$ cat config.mk
export PLATFORM = sky130hd
export DESIGN_NAME = ppfc_top
export DESIGN_NICKNAME = d
export VERILOG_FILES = /design/src/ppfc_pkg.sv /design/src/ppfc_top.sv
export SDC_FILE = /design/constraint.sdc
export NUM_CORES = 2
export LEC_CHECK = 0
export BUFFER_PORTS_ARGS = -buffer_cell sky130_fd_sc_hd__buf_2
export CELL_PAD_IN_SITES_DETAIL_PLACEMENT = 0
export CELL_PAD_IN_SITES_GLOBAL_PLACEMENT = 2
export CORE_MARGIN = 5
export CORE_UTILIZATION = 30
export CTS_CLUSTER_SIZE = 14
export DETAILED_ROUTE_END_ITERATION = 8
export PLACE_DENSITY_LB_ADDON = 0.25
export SLEW_MARGIN = 30
export SYNTH_ARGS = -nofsm -noshare
export SYNTH_HDL_FRONTEND = slang
export SYNTH_SLANG_ARGS = --single-unit
$ cat constraint.sdc
create_clock -name clk_i -period 11.03 [get_ports clk_i]
set_input_delay 1.6545 -clock clk_i [delete_from_list [all_inputs] [get_ports clk_i]]
set_output_delay 1.6545 -clock clk_i [all_outputs]
set_load 0.005 [all_outputs]
$ cat src/ppfc_pkg.sv
package ppfc_pkg;
  localparam int PPFC_DEPTH = 64;
  localparam int PPFC_PTR_W = 7;
  localparam int PPFC_THR_W = 6;
  localparam int PPFC_LANES = 26;

  localparam logic [3:0] PPFC_OFF_CTRL = 4'h0;
  localparam logic [3:0] PPFC_OFF_THRESH = 4'h4;
  localparam logic [3:0] PPFC_OFF_STATUS = 4'h8;

  localparam int PPFC_CTRL_MODE_LSB = 0;
  localparam int PPFC_CTRL_DDR_BIT = 2;
  localparam int PPFC_CTRL_DIFF_BIT = 3;
  localparam int PPFC_THR_AF_LSB = 0;
  localparam int PPFC_THR_AE_LSB = 8;
  localparam int PPFC_ST_EMPTY_BIT = 0;
  localparam int PPFC_ST_FULL_BIT = 1;
  localparam int PPFC_ST_AE_BIT = 2;
  localparam int PPFC_ST_AF_BIT = 3;
  localparam int PPFC_ST_COUNT_LSB = 4;

  localparam logic [31:0] PPFC_CTRL_RESET = 32'h0000_0000;
  localparam logic [5:0] PPFC_AF_RESET = 6'h30;
  localparam logic [5:0] PPFC_AE_RESET = 6'h10;

  localparam logic [1:0] PPFC_MODE_BYPASS = 2'h0;
  localparam logic [1:0] PPFC_MODE_INPUT = 2'h1;
  localparam logic [1:0] PPFC_MODE_OUTPUT = 2'h2;
endpackage

$ cat src/ppfc_top.sv
// Implementation choices: the address map and register access over Wishbone.
`timescale 1ns/1ps
`default_nettype none
// What this block does
// - Each lane owns a 64-deep one-bit queue with separate read and write clocks.
// - Queue path is selectable: pad input, pad output, or bypassed.
// - One to 26 lanes share common enables and clear from one controller.
// - Active-low clear zeroes output data and both pointers.
// - Read enable before a read clock rise outputs current bit, then advances.
// - Write enable before a write clock rise stores input bit, then advances.
// - Controller drives empty, full, almost-empty and almost-full with user thresholds.
// - Writes are blocked while full, reads while empty.
// - Controller clear resets the full and almost-full flags.
// - Usage count changes on each enabled read clock rise.
// - Usage count increments on each enabled write clock rise.
// - Controller drives block read and write enables to every governed queue.
// - Controller drives an active-low block clear to every governed queue.
// - Thresholds are six-bit unsigned absolute positions from 0 to 63.
// - Full flag is one when all 64 positions are occupied.
// - Almost-full flag is one when count reaches or exceeds its threshold.
// - Empty flag is one when count is zero.
// - Almost-empty flag is one when count is at or below its threshold.
// - DDR gives a rising-edge queue output and a falling-edge queue output.
// - All queues come out of reset with pointers cleared.
module ppfc_top
  import ppfc_pkg::*;
#(
  parameter int LANES = PPFC_LANES
) (
  input wire logic clk_i,
  input wire logic rst_i,
  input wire logic wb_cyc_i,
  input wire logic wb_stb_i,
  input wire logic wb_we_i,
  input wire logic [3:0] wb_adr_i,
  input wire logic [3:0] wb_sel_i,
  input wire logic [31:0] wb_dat_i,
  output logic [31:0] wb_dat_o,
  output logic wb_ack_o,
  input wire logic read_clock_i,
  input wire logic write_clock_i,
  input wire logic read_enable_n_i,
  input wire logic write_enable_n_i,
  input wire logic clear_n_i,
  input wire logic [LANES-1:0] write_bit_i,
  input wire logic [LANES-1:0] pad_in_i,
  output logic [LANES-1:0] read_bit_o,
  output logic [LANES-1:0] pad_out_o,
  output logic [LANES-1:0] pad_oe_o,
  output logic [LANES/2-1:0] rise_edge_output_o,
  output logic [LANES/2-1:0] fall_edge_output_o,
  output logic block_read_enable_out_n_o,
  output logic block_write_enable_out_n_o,
  output logic block_clear_n_o,
  output logic empty_flag_o,
  output logic full_flag_o,
  output logic almost_empty_flag_o,
  output logic almost_full_flag_o
);
  localparam int SW = 5 + 2 * LANES;

  function automatic logic [PPFC_PTR_W-1:0] gray2bin(input logic [PPFC_PTR_W-1:0] g);
    logic [PPFC_PTR_W-1:0] b;
    b[PPFC_PTR_W-1] = g[PPFC_PTR_W-1];
    for (int i = PPFC_PTR_W - 2; i >= 0; i--) begin
      b[i] = b[i+1] ^ g[i];
    end
    return b;
  endfunction

  // Pin-side inputs: two flops, then a third stage only for clock edge detection.
  // The samplers reset to the idle pin levels: enables and clear high, clocks low.
  // Resetting them to zero would fake a write enable and a clear for two cycles after reset.
  localparam logic [SW-1:0] SYNC_IDLE = {2'h0, 3'h7, {(2 * LANES){1'h0}}};
  logic [SW-1:0] sync1;
  logic [SW-1:0] next_sync1;
  logic [SW-1:0] sync2;
  logic [SW-1:0] next_sync2;
  logic [1:0] clk3;
  logic [1:0] next_clk3;
  always_comb begin
    next_sync1 = {read_clock_i, write_clock_i, read_enable_n_i, write_enable_n_i, clear_n_i, write_bit_i, pad_in_i};
    next_sync2 = sync1;
    next_clk3 = sync2[SW-1 -: 2];
  end
  always_ff @(posedge clk_i) begin
    if (rst_i) begin
      sync1 <= SYNC_IDLE;
      sync2 <= SYNC_IDLE;
      clk3 <= 2'h0;
    end else begin
      sync1 <= next_sync1;
      sync2 <= next_sync2;
      clk3 <= next_clk3;
    end
  end

  logic rclk_s;
  logic wclk_s;
  logic ren_n_s;
  logic wen_n_s;
  logic clr_n_s;
  logic [LANES-1:0] wbit_s;
  logic [LANES-1:0] pad_s;
  logic rd_rise;
  logic wr_rise;
  logic wr_fall;
  assign {rclk_s, wclk_s, ren_n_s, wen_n_s, clr_n_s, wbit_s, pad_s} = sync2;
  assign rd_rise = rclk_s & ~clk3[1];
  assign wr_rise = wclk_s & ~clk3[0];
  assign wr_fall = ~wclk_s & clk3[0];

  // Software-visible configuration.
  logic [1:0] mode;
  logic [1:0] next_mode;
  logic ddr;
  logic next_ddr;
  logic diff;
  logic next_diff;
  logic [5:0] af_thr;
  logic [5:0] next_af_thr;
  logic [5:0] ae_thr;
  logic [5:0] next_ae_thr;
  logic ack;
  logic next_ack;
  logic [31:0] rdata;
  logic [31:0] next_rdata;

  // Queue state.
  logic [PPFC_PTR_W-1:0] wgray;
  logic [PPFC_PTR_W-1:0] next_wgray;
  logic [PPFC_PTR_W-1:0] rgray;
  logic [PPFC_PTR_W-1:0] next_rgray;
  logic [LANES-1:0] qdata;
  logic [LANES-1:0] next_qdata;
  logic fall_pend;
  logic next_fall_pend;
  logic [LANES-1:0] mem [PPFC_DEPTH];
  logic mem_we;
  logic [5:0] mem_addr;
  logic [LANES-1:0] mem_mask;
  logic [LANES-1:0] mem_data;
  logic [LANES-1:0] lane_src;

  logic [PPFC_PTR_W-1:0] wptr;
  logic [PPFC_PTR_W-1:0] rptr;
  logic [PPFC_PTR_W-1:0] count;
  logic do_wr;
  logic do_rd;
  logic is_full;
  logic is_empty;
  assign wptr = gray2bin(wgray);
  assign rptr = gray2bin(rgray);
  assign count = wptr - rptr;
  assign is_full = (count == PPFC_PTR_W'(PPFC_DEPTH));
  assign is_empty = (count == '0);
  assign do_wr = wr_rise & ~wen_n_s & ~is_full & clr_n_s;
  assign do_rd = rd_rise & ~ren_n_s & ~is_empty & clr_n_s;

  // Flags and block outputs.
  logic f_empty;
  logic next_f_empty;
  logic f_full;
  logic next_f_full;
  logic f_ae;
  logic next_f_ae;
  logic f_af;
  logic next_f_af;
  logic b_ren_n;
  logic next_b_ren_n;
  logic b_wen_n;
  logic next_b_wen_n;
  logic b_clr_n;
  logic next_b_clr_n;
  logic [LANES-1:0] rbit;
  logic [LANES-1:0] next_rbit;
  logic [LANES-1:0] pout;
  logic [LANES-1:0] next_pout;
  logic [LANES-1:0] poe;
  logic [LANES-1:0] next_poe;

  always_comb begin
    next_mode = mode;
    next_ddr = ddr;
    next_diff = diff;
    next_af_thr = af_thr;
    next_ae_thr = ae_thr;
    next_ack = wb_cyc_i & wb_stb_i & ~ack;
    next_rdata = 32'h0000_0000;
    if (wb_cyc_i && wb_stb_i && !ack) begin
      if (wb_we_i) begin
        if (wb_adr_i == PPFC_OFF_CTRL && wb_sel_i[0]) begin
          next_mode = wb_dat_i[PPFC_CTRL_MODE_LSB +: 2];
          next_ddr = wb_dat_i[PPFC_CTRL_DDR_BIT];
          next_diff = wb_dat_i[PPFC_CTRL_DIFF_BIT];
        end
        if (wb_adr_i == PPFC_OFF_THRESH) begin
          if (wb_sel_i[0]) begin
            next_af_thr = wb_dat_i[PPFC_THR_AF_LSB +: PPFC_THR_W];
          end
          if (wb_sel_i[1]) begin
            next_ae_thr = wb_dat_i[PPFC_THR_AE_LSB +: PPFC_THR_W];
          end
        end
      end else begin
        unique case (wb_adr_i)
          PPFC_OFF_CTRL: begin
            next_rdata[PPFC_CTRL_MODE_LSB +: 2] = mode;
            next_rdata[PPFC_CTRL_DDR_BIT] = ddr;
            next_rdata[PPFC_CTRL_DIFF_BIT] = diff;
          end
          PPFC_OFF_THRESH: begin
            next_rdata[PPFC_THR_AF_LSB +: PPFC_THR_W] = af_thr;
            next_rdata[PPFC_THR_AE_LSB +: PPFC_THR_W] = ae_thr;
          end
          PPFC_OFF_STATUS: begin
            next_rdata[PPFC_ST_EMPTY_BIT] = f_empty;
            next_rdata[PPFC_ST_FULL_BIT] = f_full;
            next_rdata[PPFC_ST_AE_BIT] = f_ae;
            next_rdata[PPFC_ST_AF_BIT] = f_af;
            next_rdata[PPFC_ST_COUNT_LSB +: PPFC_PTR_W] = count;
          end
          default: next_rdata = 32'h0000_0000;
        endcase
      end
    end
  end

  // Lane sources: the odd lane of a DDR pair takes the negative leg only when differential.
  always_comb begin
    for (int i = 0; i < LANES; i++) begin
      lane_src[i] = (mode == PPFC_MODE_INPUT) ? pad_s[i] : wbit_s[i];
      if (ddr && i[0] && mode == PPFC_MODE_INPUT) begin
        lane_src[i] = diff ? pad_s[i] : pad_s[i-1];
      end
    end
  end

  always_comb begin
    next_wgray = wgray;
    next_rgray = rgray;
    next_qdata = qdata;
    next_fall_pend = fall_pend;
    mem_we = 1'b0;
    mem_addr = wptr[5:0];
    mem_data = lane_src;
    mem_mask = '1;
    if (ddr) begin
      for (int i = 0; i < LANES; i++) begin
        mem_mask[i] = ~i[0];
      end
    end
    if (!clr_n_s) begin
      next_wgray = '0;
      next_rgray = '0;
      next_qdata = '0;
      next_fall_pend = 1'b0;
    end else begin
      if (do_wr) begin
        mem_we = 1'b1;
        next_wgray = (wptr + 1'b1) ^ ((wptr + 1'b1) >> 1);
        next_fall_pend = ddr;
      end else if (ddr && fall_pend && wr_fall) begin
        // Falling-edge half of the pair lands in the word the rising edge just filled.
        mem_we = 1'b1;
        mem_addr = 6'(wptr - 1'b1);
        mem_mask = ~mem_mask;
        next_fall_pend = 1'b0;
      end
      if (do_rd) begin
        next_qdata = mem[rptr[5:0]];
        next_rgray = (rptr + 1'b1) ^ ((rptr + 1'b1) >> 1);
      end
    end
  end

  always_ff @(posedge clk_i) begin
    if (mem_we) begin
      mem[mem_addr] <= (mem[mem_addr] & ~mem_mask) | (mem_data & mem_mask);
    end
  end

  always_comb begin
    logic [PPFC_PTR_W-1:0] nc;
    nc = gray2bin(next_wgray) - gray2bin(next_rgray);
    next_f_empty = (nc == '0);
    next_f_full = (nc == PPFC_PTR_W'(PPFC_DEPTH));
    next_f_af = (nc >= {1'b0, af_thr});
    next_f_ae = (nc <= {1'b0, ae_thr});
    if (!clr_n_s) begin
      next_f_full = 1'b0;
      next_f_af = 1'b0;
    end
    next_b_ren_n = ren_n_s | is_empty;
    next_b_wen_n = wen_n_s | is_full;
    next_b_clr_n = clr_n_s;
    for (int i = 0; i < LANES; i++) begin
      next_rbit[i] = (mode == PPFC_MODE_INPUT) ? next_qdata[i] : pad_s[i];
      next_pout[i] = (mode == PPFC_MODE_OUTPUT) ? next_qdata[i] : wbit_s[i];
      next_poe[i] = (mode != PPFC_MODE_INPUT);
    end
  end

  // Power-up reset leaves every queue empty with both pointers at zero.
  always_ff @(posedge clk_i) begin
    if (rst_i) begin
      mode <= PPFC_CTRL_RESET[PPFC_CTRL_MODE_LSB +: 2];
      ddr <= PPFC_CTRL_RESET[PPFC_CTRL_DDR_BIT];
      diff <= PPFC_CTRL_RESET[PPFC_CTRL_DIFF_BIT];
      af_thr <= PPFC_AF_RESET;
      ae_thr <= PPFC_AE_RESET;
      ack <= 1'b0;
      rdata <= 32'h0000_0000;
      wgray <= '0;
      rgray <= '0;
      qdata <= '0;
      fall_pend <= 1'b0;
      f_empty <= 1'b1;
      f_full <= 1'b0;
      f_ae <= 1'b1;
      f_af <= 1'b0;
      b_ren_n <= 1'b1;
      b_wen_n <= 1'b1;
      b_clr_n <= 1'b0;
      rbit <= '0;
      pout <= '0;
      poe <= '0;
    end else begin
      mode <= next_mode;
      ddr <= next_ddr;
      diff <= next_diff;
      af_thr <= next_af_thr;
      ae_thr <= next_ae_thr;
      ack <= next_ack;
      rdata <= next_rdata;
      wgray <= next_wgray;
      rgray <= next_rgray;
      qdata <= next_qdata;
      fall_pend <= next_fall_pend;
      f_empty <= next_f_empty;
      f_full <= next_f_full;
      f_ae <= next_f_ae;
      f_af <= next_f_af;
      b_ren_n <= next_b_ren_n;
      b_wen_n <= next_b_wen_n;
      b_clr_n <= next_b_clr_n;
      rbit <= next_rbit;
      pout <= next_pout;
      poe <= next_poe;
    end
  end

  always_comb begin
    for (int k = 0; k < LANES / 2; k++) begin
      rise_edge_output_o[k] = qdata[2*k];
      fall_edge_output_o[k] = qdata[2*k+1];
    end
  end

  assign wb_ack_o = ack;
  assign wb_dat_o = rdata;
  assign read_bit_o = rbit;
  assign pad_out_o = pout;
  assign pad_oe_o = poe;
  assign block_read_enable_out_n_o = b_ren_n;
  assign block_write_enable_out_n_o = b_wen_n;
  assign block_clear_n_o = b_clr_n;
  assign empty_flag_o = f_empty;
  assign full_flag_o = f_full;
  assign almost_empty_flag_o = f_ae;
  assign almost_full_flag_o = f_af;
endmodule
`default_nettype wire
==> flow_results.org <==
** STA
- The number of max-slew violations in the final report was 0.
- Clock skew on the completed layout was measured at between 0.05 and 0.06 ns.
- After routing, the total negative slack on setup checks comes to 0 ns.
- For the pin with the worst max-slew slack, the measured transition is 1.16 ns.
- Setup repair after global routing left no endpoint under its margin.
- Setup-violating endpoint count in the final report :: 0
- Final period utilization :: 88.9%
- Worst path setup slack after routing :: between 1 and 1.5 ns
- Maximum achievable frequency :: 102 MHz
- Worst max-slew margin expressed relative to the limit :: between 20% and 30%
- The hold violation count in the final report came to 0.
- Minimum period implied by the final worst setup slack :: 9.80 ns

** Power
- Net switching power :: 3.50 mW
- Maximum vdd ir drop :: 0.167 mV
- Areal power density over the cells :: 158 nW/um^2
- Fraction of power spent switching nets :: 22.5%
- Registers are responsible for roughly 51% of the overall power.
- Pleak :: between 30 and 40 nW
- The share of total power dissipated in the clock network is about 44%.
- Combinational share of power :: 4.9%
- The internal portion of the total power is 12.0 mW.

** Cells and area
- Layout Utilization :: 35.0%
- Cells with a size suffix above 1 make up 28.0% of the layout.
- Nets :: between 5000 and 6000
- Number of fill cells in the layout :: 26656
- Summing all non-filler instances in the final layout gives an area of approximately 98000 um^2.
- Relative to the synthesized area, the layout overhead comes to 16.3%.

** Logic synthesis
- Count of flip-flops with a built-in enable after synthesis :: 1664
- After synthesis the cells add up to 84600 um^2.
- Leading cell types by total area after synthesis :: sky130_fd_sc_hd__edfxtp_1, sky130_fd_sc_hd__mux4_2, sky130_fd_sc_hd__dfxtp_1, sky130_fd_sc_hd__mux2i_1, sky130_fd_sc_hd__a22oi_1
- After synthesis, the mean cell area works out to ~17 um^2.
- Counting flops with an async set or reset pin after synthesis yields a share of 0%.
- Of all cell types, the one taking the most synthesized area is sky130_fd_sc_hd__edfxtp_1.
- Most used flip-flop cell after synthesis :: sky130_fd_sc_hd__edfxtp_1
- Yosys cell types :: 86
- The share of the Yosys chip area taken by registers is 64.9%.
- The share of synthesized area in the top cell type comes to 59.1%.
- Most frequently used cell type in the post-synthesis netlist :: sky130_fd_sc_hd__edfxtp_1
- Top cells by instance count after synthesis :: sky130_fd_sc_hd__edfxtp_1, sky130_fd_sc_hd__mux4_2, sky130_fd_sc_hd__dfxtp_1, sky130_fd_sc_hd__mux2i_1, sky130_fd_sc_hd__clkbuf_1
- FF+latch count, synth :: between 1500 and 2000
- During synthesis, Yosys emitted a total of 0 warnings.
- Gate Count Post-Synth :: 5062

** Clock tree
- Number of buffers added for setup after CTS :: 0
- TritonCTS built the clock tree.
- Hold buffer count at CTS :: 0
- The cell sitting at the root of the clock tree is a sky130_fd_sc_hd__clkbuf_16.
- Number of H-tree levels :: 4
- Clock Pin Slew Worst Setup and Hold Paths :: 0.06 ns
- Gates resized during post-CTS repair numbered 0.
- The clock reaches the later pin of the worst-skew pair after about 0.87 ns.
- Number of buffers created by CTS :: 209
- The longest clock path from root to sink contains 3 buffers.
- CTS Sinks :: 1912

** Run status
- The final reports fail on DRC.
- The run finished, with violations left.

** Routing
- Total via count in the routed design :: 56200
- Wirelength, routed :: 363000 um
- For this run, design rule violations remaining after detail routing come to 1.
- The first detailed-routing pass ran for 9 iterations.
- In this run, the number of DRC markers left after iteration 0 of detailed routing was about 8300.
- Dividing the detail-routed wire length by the instance count gives 39.4 um.
- Detailed-route vias per instance :: roughly 6
- The detail route stage leaves a number of antenna-violating nets equal to 0.

** Global route
- Vias in the first global route :: between 50000 and 60000
- The initial antenna violation count is 21.
- Entering global routing, the biggest net connects 108 pins.
- Across every metal layer, demand over resource in global routing totals a little under a quarter.
- First-pass GRT wire length :: between 400000 and 500000 um
- The total overflow left after global routing is 0.

** Setup path
- Of all nets on the critical path, the largest fanout is between 40 and 50.
- Counting both buffers and inverters, the worst setup path holds a total of 10.
- Most frequent CP cell :: sky130_fd_sc_hd__inv_1
- The worst setup path is of the reg2reg kind.
- The critical path crosses 23 cells after its start point.
- The slowest stage of the critical path belongs to the cell sky130_fd_sc_hd__and2_4.
- On the worst path, the slowest cell contributes a delay of 0.91 ns.
- Data arrives at the worst endpoint at 10.33 ns.
- Startpoint class of the critical path :: flop
- Data required time at the worst endpoint :: between 10 and 15 ns
- STA classifies the critical path endpoint as a flop.
- Cell family with the largest share of critical-path delay :: buffers and inverters
- Walking the worst path, the cells encountered are xnor2_2 -> inv_1 -> ha_1 -> inv_1 -> ha_1 -> inv_1 -> ha_4 -> inv_1 -> ha_1 -> inv_2 -> ha_1 -> buf_4 -> inv_1 -> buf_4 -> nand4_1 -> and2_4 -> buf_4 -> nor2_1 -> a21oi_1 -> a31oi_1 -> nor4_1 -> a32oi_4 -> buf_4.
- R2R depth :: 23

** Worst hold path
- Along the worst hold path, the cell count comes to 1.
- In this run the worst hold path is classified as reg2reg.

** Floorplan
- The die is approximately 540 um wide.
- From bottom edge to top edge, the die measures 541 um.
- The die covers 293000 um^2.
- Initial core utilization :: 30.0%
- I/O pin count :: 246
- The initialized floorplan defines 195 standard-cell rows.
- Core Box Area :: 282000 um^2

** Run
- Number of violations of the max-capacitance limit :: 0

** Placed design
- Timing analysis after detailed placement gives a worst setup slack of 1.23 ns.
- Routability-driven placement finished with a final weighted congestion of 0.846.
- Placed instance area :: 91700 um^2
- Number of I/O port buffers :: 205
- Detailed placement ended at an HPWL of approximately 220000 um.
state kept, by name (all words and copies together) (netlist names), 2 cells and up:
name	count
af_thr	6
pad_out_o	26
ae_thr	6
clk3	2
wb_dat_o	14
qdata	26
read_bit_o	26
next_sync2	57
rgray	7
mode	2
mem	1664
wgray	7
sync2	57
routing by layer:
| layer | GRT usage (%) | vias to the layer above | part of all wire [%] |
|---|---|---|---|
| met5 | 0 | - | 0.0099 |
| met4 | 9.31 | 6 | 4.4 |
| met3 | 6.19 | 712 | 11 |
| met2 | 36.3 | 3886 | 44 |
| met1 | 33.1 | 29930 | 41 |
| li1 | - | 21666 | - |
path summary, 6_finish.rpt:
path                        from  slack [ns]    endpoint
setup reg to reg        wgray[6]        1.23  mem[13][5]
hold reg to reg   next_sync2[53]        0.42   sync2[53]
setup / recovery        wgray[6]        1.23  mem[13][5]
hold / removal    next_sync2[53]        0.42   sync2[53]
power groups by stage:
stage               registers [mW]  clock network [mW]  logic, mW
floorplan                     8.03                   0      0.440
global placement              8.03                   0      0.752
detailed placement            8.03                   0      0.752
CTS                           7.88                6.99      0.755
global route                  7.87                7.28      0.800
finish                        7.87                6.89      0.765
placed cells by master, fill, tap and decap left out, drive strengths merged, types with 14 or more instances in the layout:
cell type  instances
a21oi            132
a22o              59
nand3             53
a222oi           145
a32oi             15
a22oi            202
mux2              67
mux2i            232
dfxtp            248
ha                38
a221oi           112
conb              18
a211oi            31
a31oi             95
mux4             546
nor3              27
o22ai             60
nand2            181
inv               50
clkbuf           268
buf              442
nor2b            128
edfxtp          1664
nor2             197
xnor2             37
diode             14
nor4              23
clkinv            82
o21ai             95
logic make-up after synthesis:
| group | share of synthesized area (%) |
|---|---|
| buf+inv | 2.56 |
| fa+ha+maj | 0.586 |
| simple gates | 3.92 |
| xor+xnor | 0.500 |
| compound gates | 9.32 |
| mux | 18.2 |
| flops | 64.9 |
| other cells | 0.00443 |
layout make-up:
| class | count | area (um^2) | share of cell area [%] |
|---|---|---|---|
| diodes | 14 | 35.0 | 0.0356 |
| clock buffers | 268 | 5660 | 5.75 |
| clock inverters | 105 | 950 | 0.965 |
| inverters | 45 | 176 | 0.179 |
| multi-input cells | 2683 | 28800 | 29.3 |
| flip-flops and latches | 1912 | 54900 | 55.8 |
| well taps | 3743 | 4680 | 4.76 |
| repair buffers | 442 | 3160 | 3.21 |
through the flow:
stage               cells  hold slack (ns)  total power [mW]
finish               9212            0.419              15.5
global route         9200            0.439              16.0
CTS                  9196            0.423              15.6
detailed placement   8823            0.400              8.78
global placement     8812            0.403              8.78
floorplan            5079            0.389              8.47
worst register-to-register path, stage by stage (launching register included):
cell and delay (ns):
sky130_fd_sc_hd__dfxtp_1 0.38, sky130_fd_sc_hd__xnor2_2 0.53, sky130_fd_sc_hd__inv_1 0.29, sky130_fd_sc_hd__ha_1 0.47
sky130_fd_sc_hd__inv_1 0.19, sky130_fd_sc_hd__ha_1 0.51, sky130_fd_sc_hd__inv_1 0.23, sky130_fd_sc_hd__ha_4 0.33
sky130_fd_sc_hd__inv_1 0.05, sky130_fd_sc_hd__ha_1 0.67, sky130_fd_sc_hd__inv_2 0.11, sky130_fd_sc_hd__ha_1 0.47
sky130_fd_sc_hd__buf_4 0.43, sky130_fd_sc_hd__inv_1 0.30, sky130_fd_sc_hd__buf_4 0.33, sky130_fd_sc_hd__nand4_1 0.48
sky130_fd_sc_hd__and2_4 0.92, sky130_fd_sc_hd__buf_4 0.60, sky130_fd_sc_hd__nor2_1 0.12, sky130_fd_sc_hd__a21oi_1 0.13
sky130_fd_sc_hd__a31oi_1 0.30, sky130_fd_sc_hd__nor4_1 0.79, sky130_fd_sc_hd__a32oi_4 0.41, sky130_fd_sc_hd__buf_4 0.40
(Power assumes the default switching activity.)
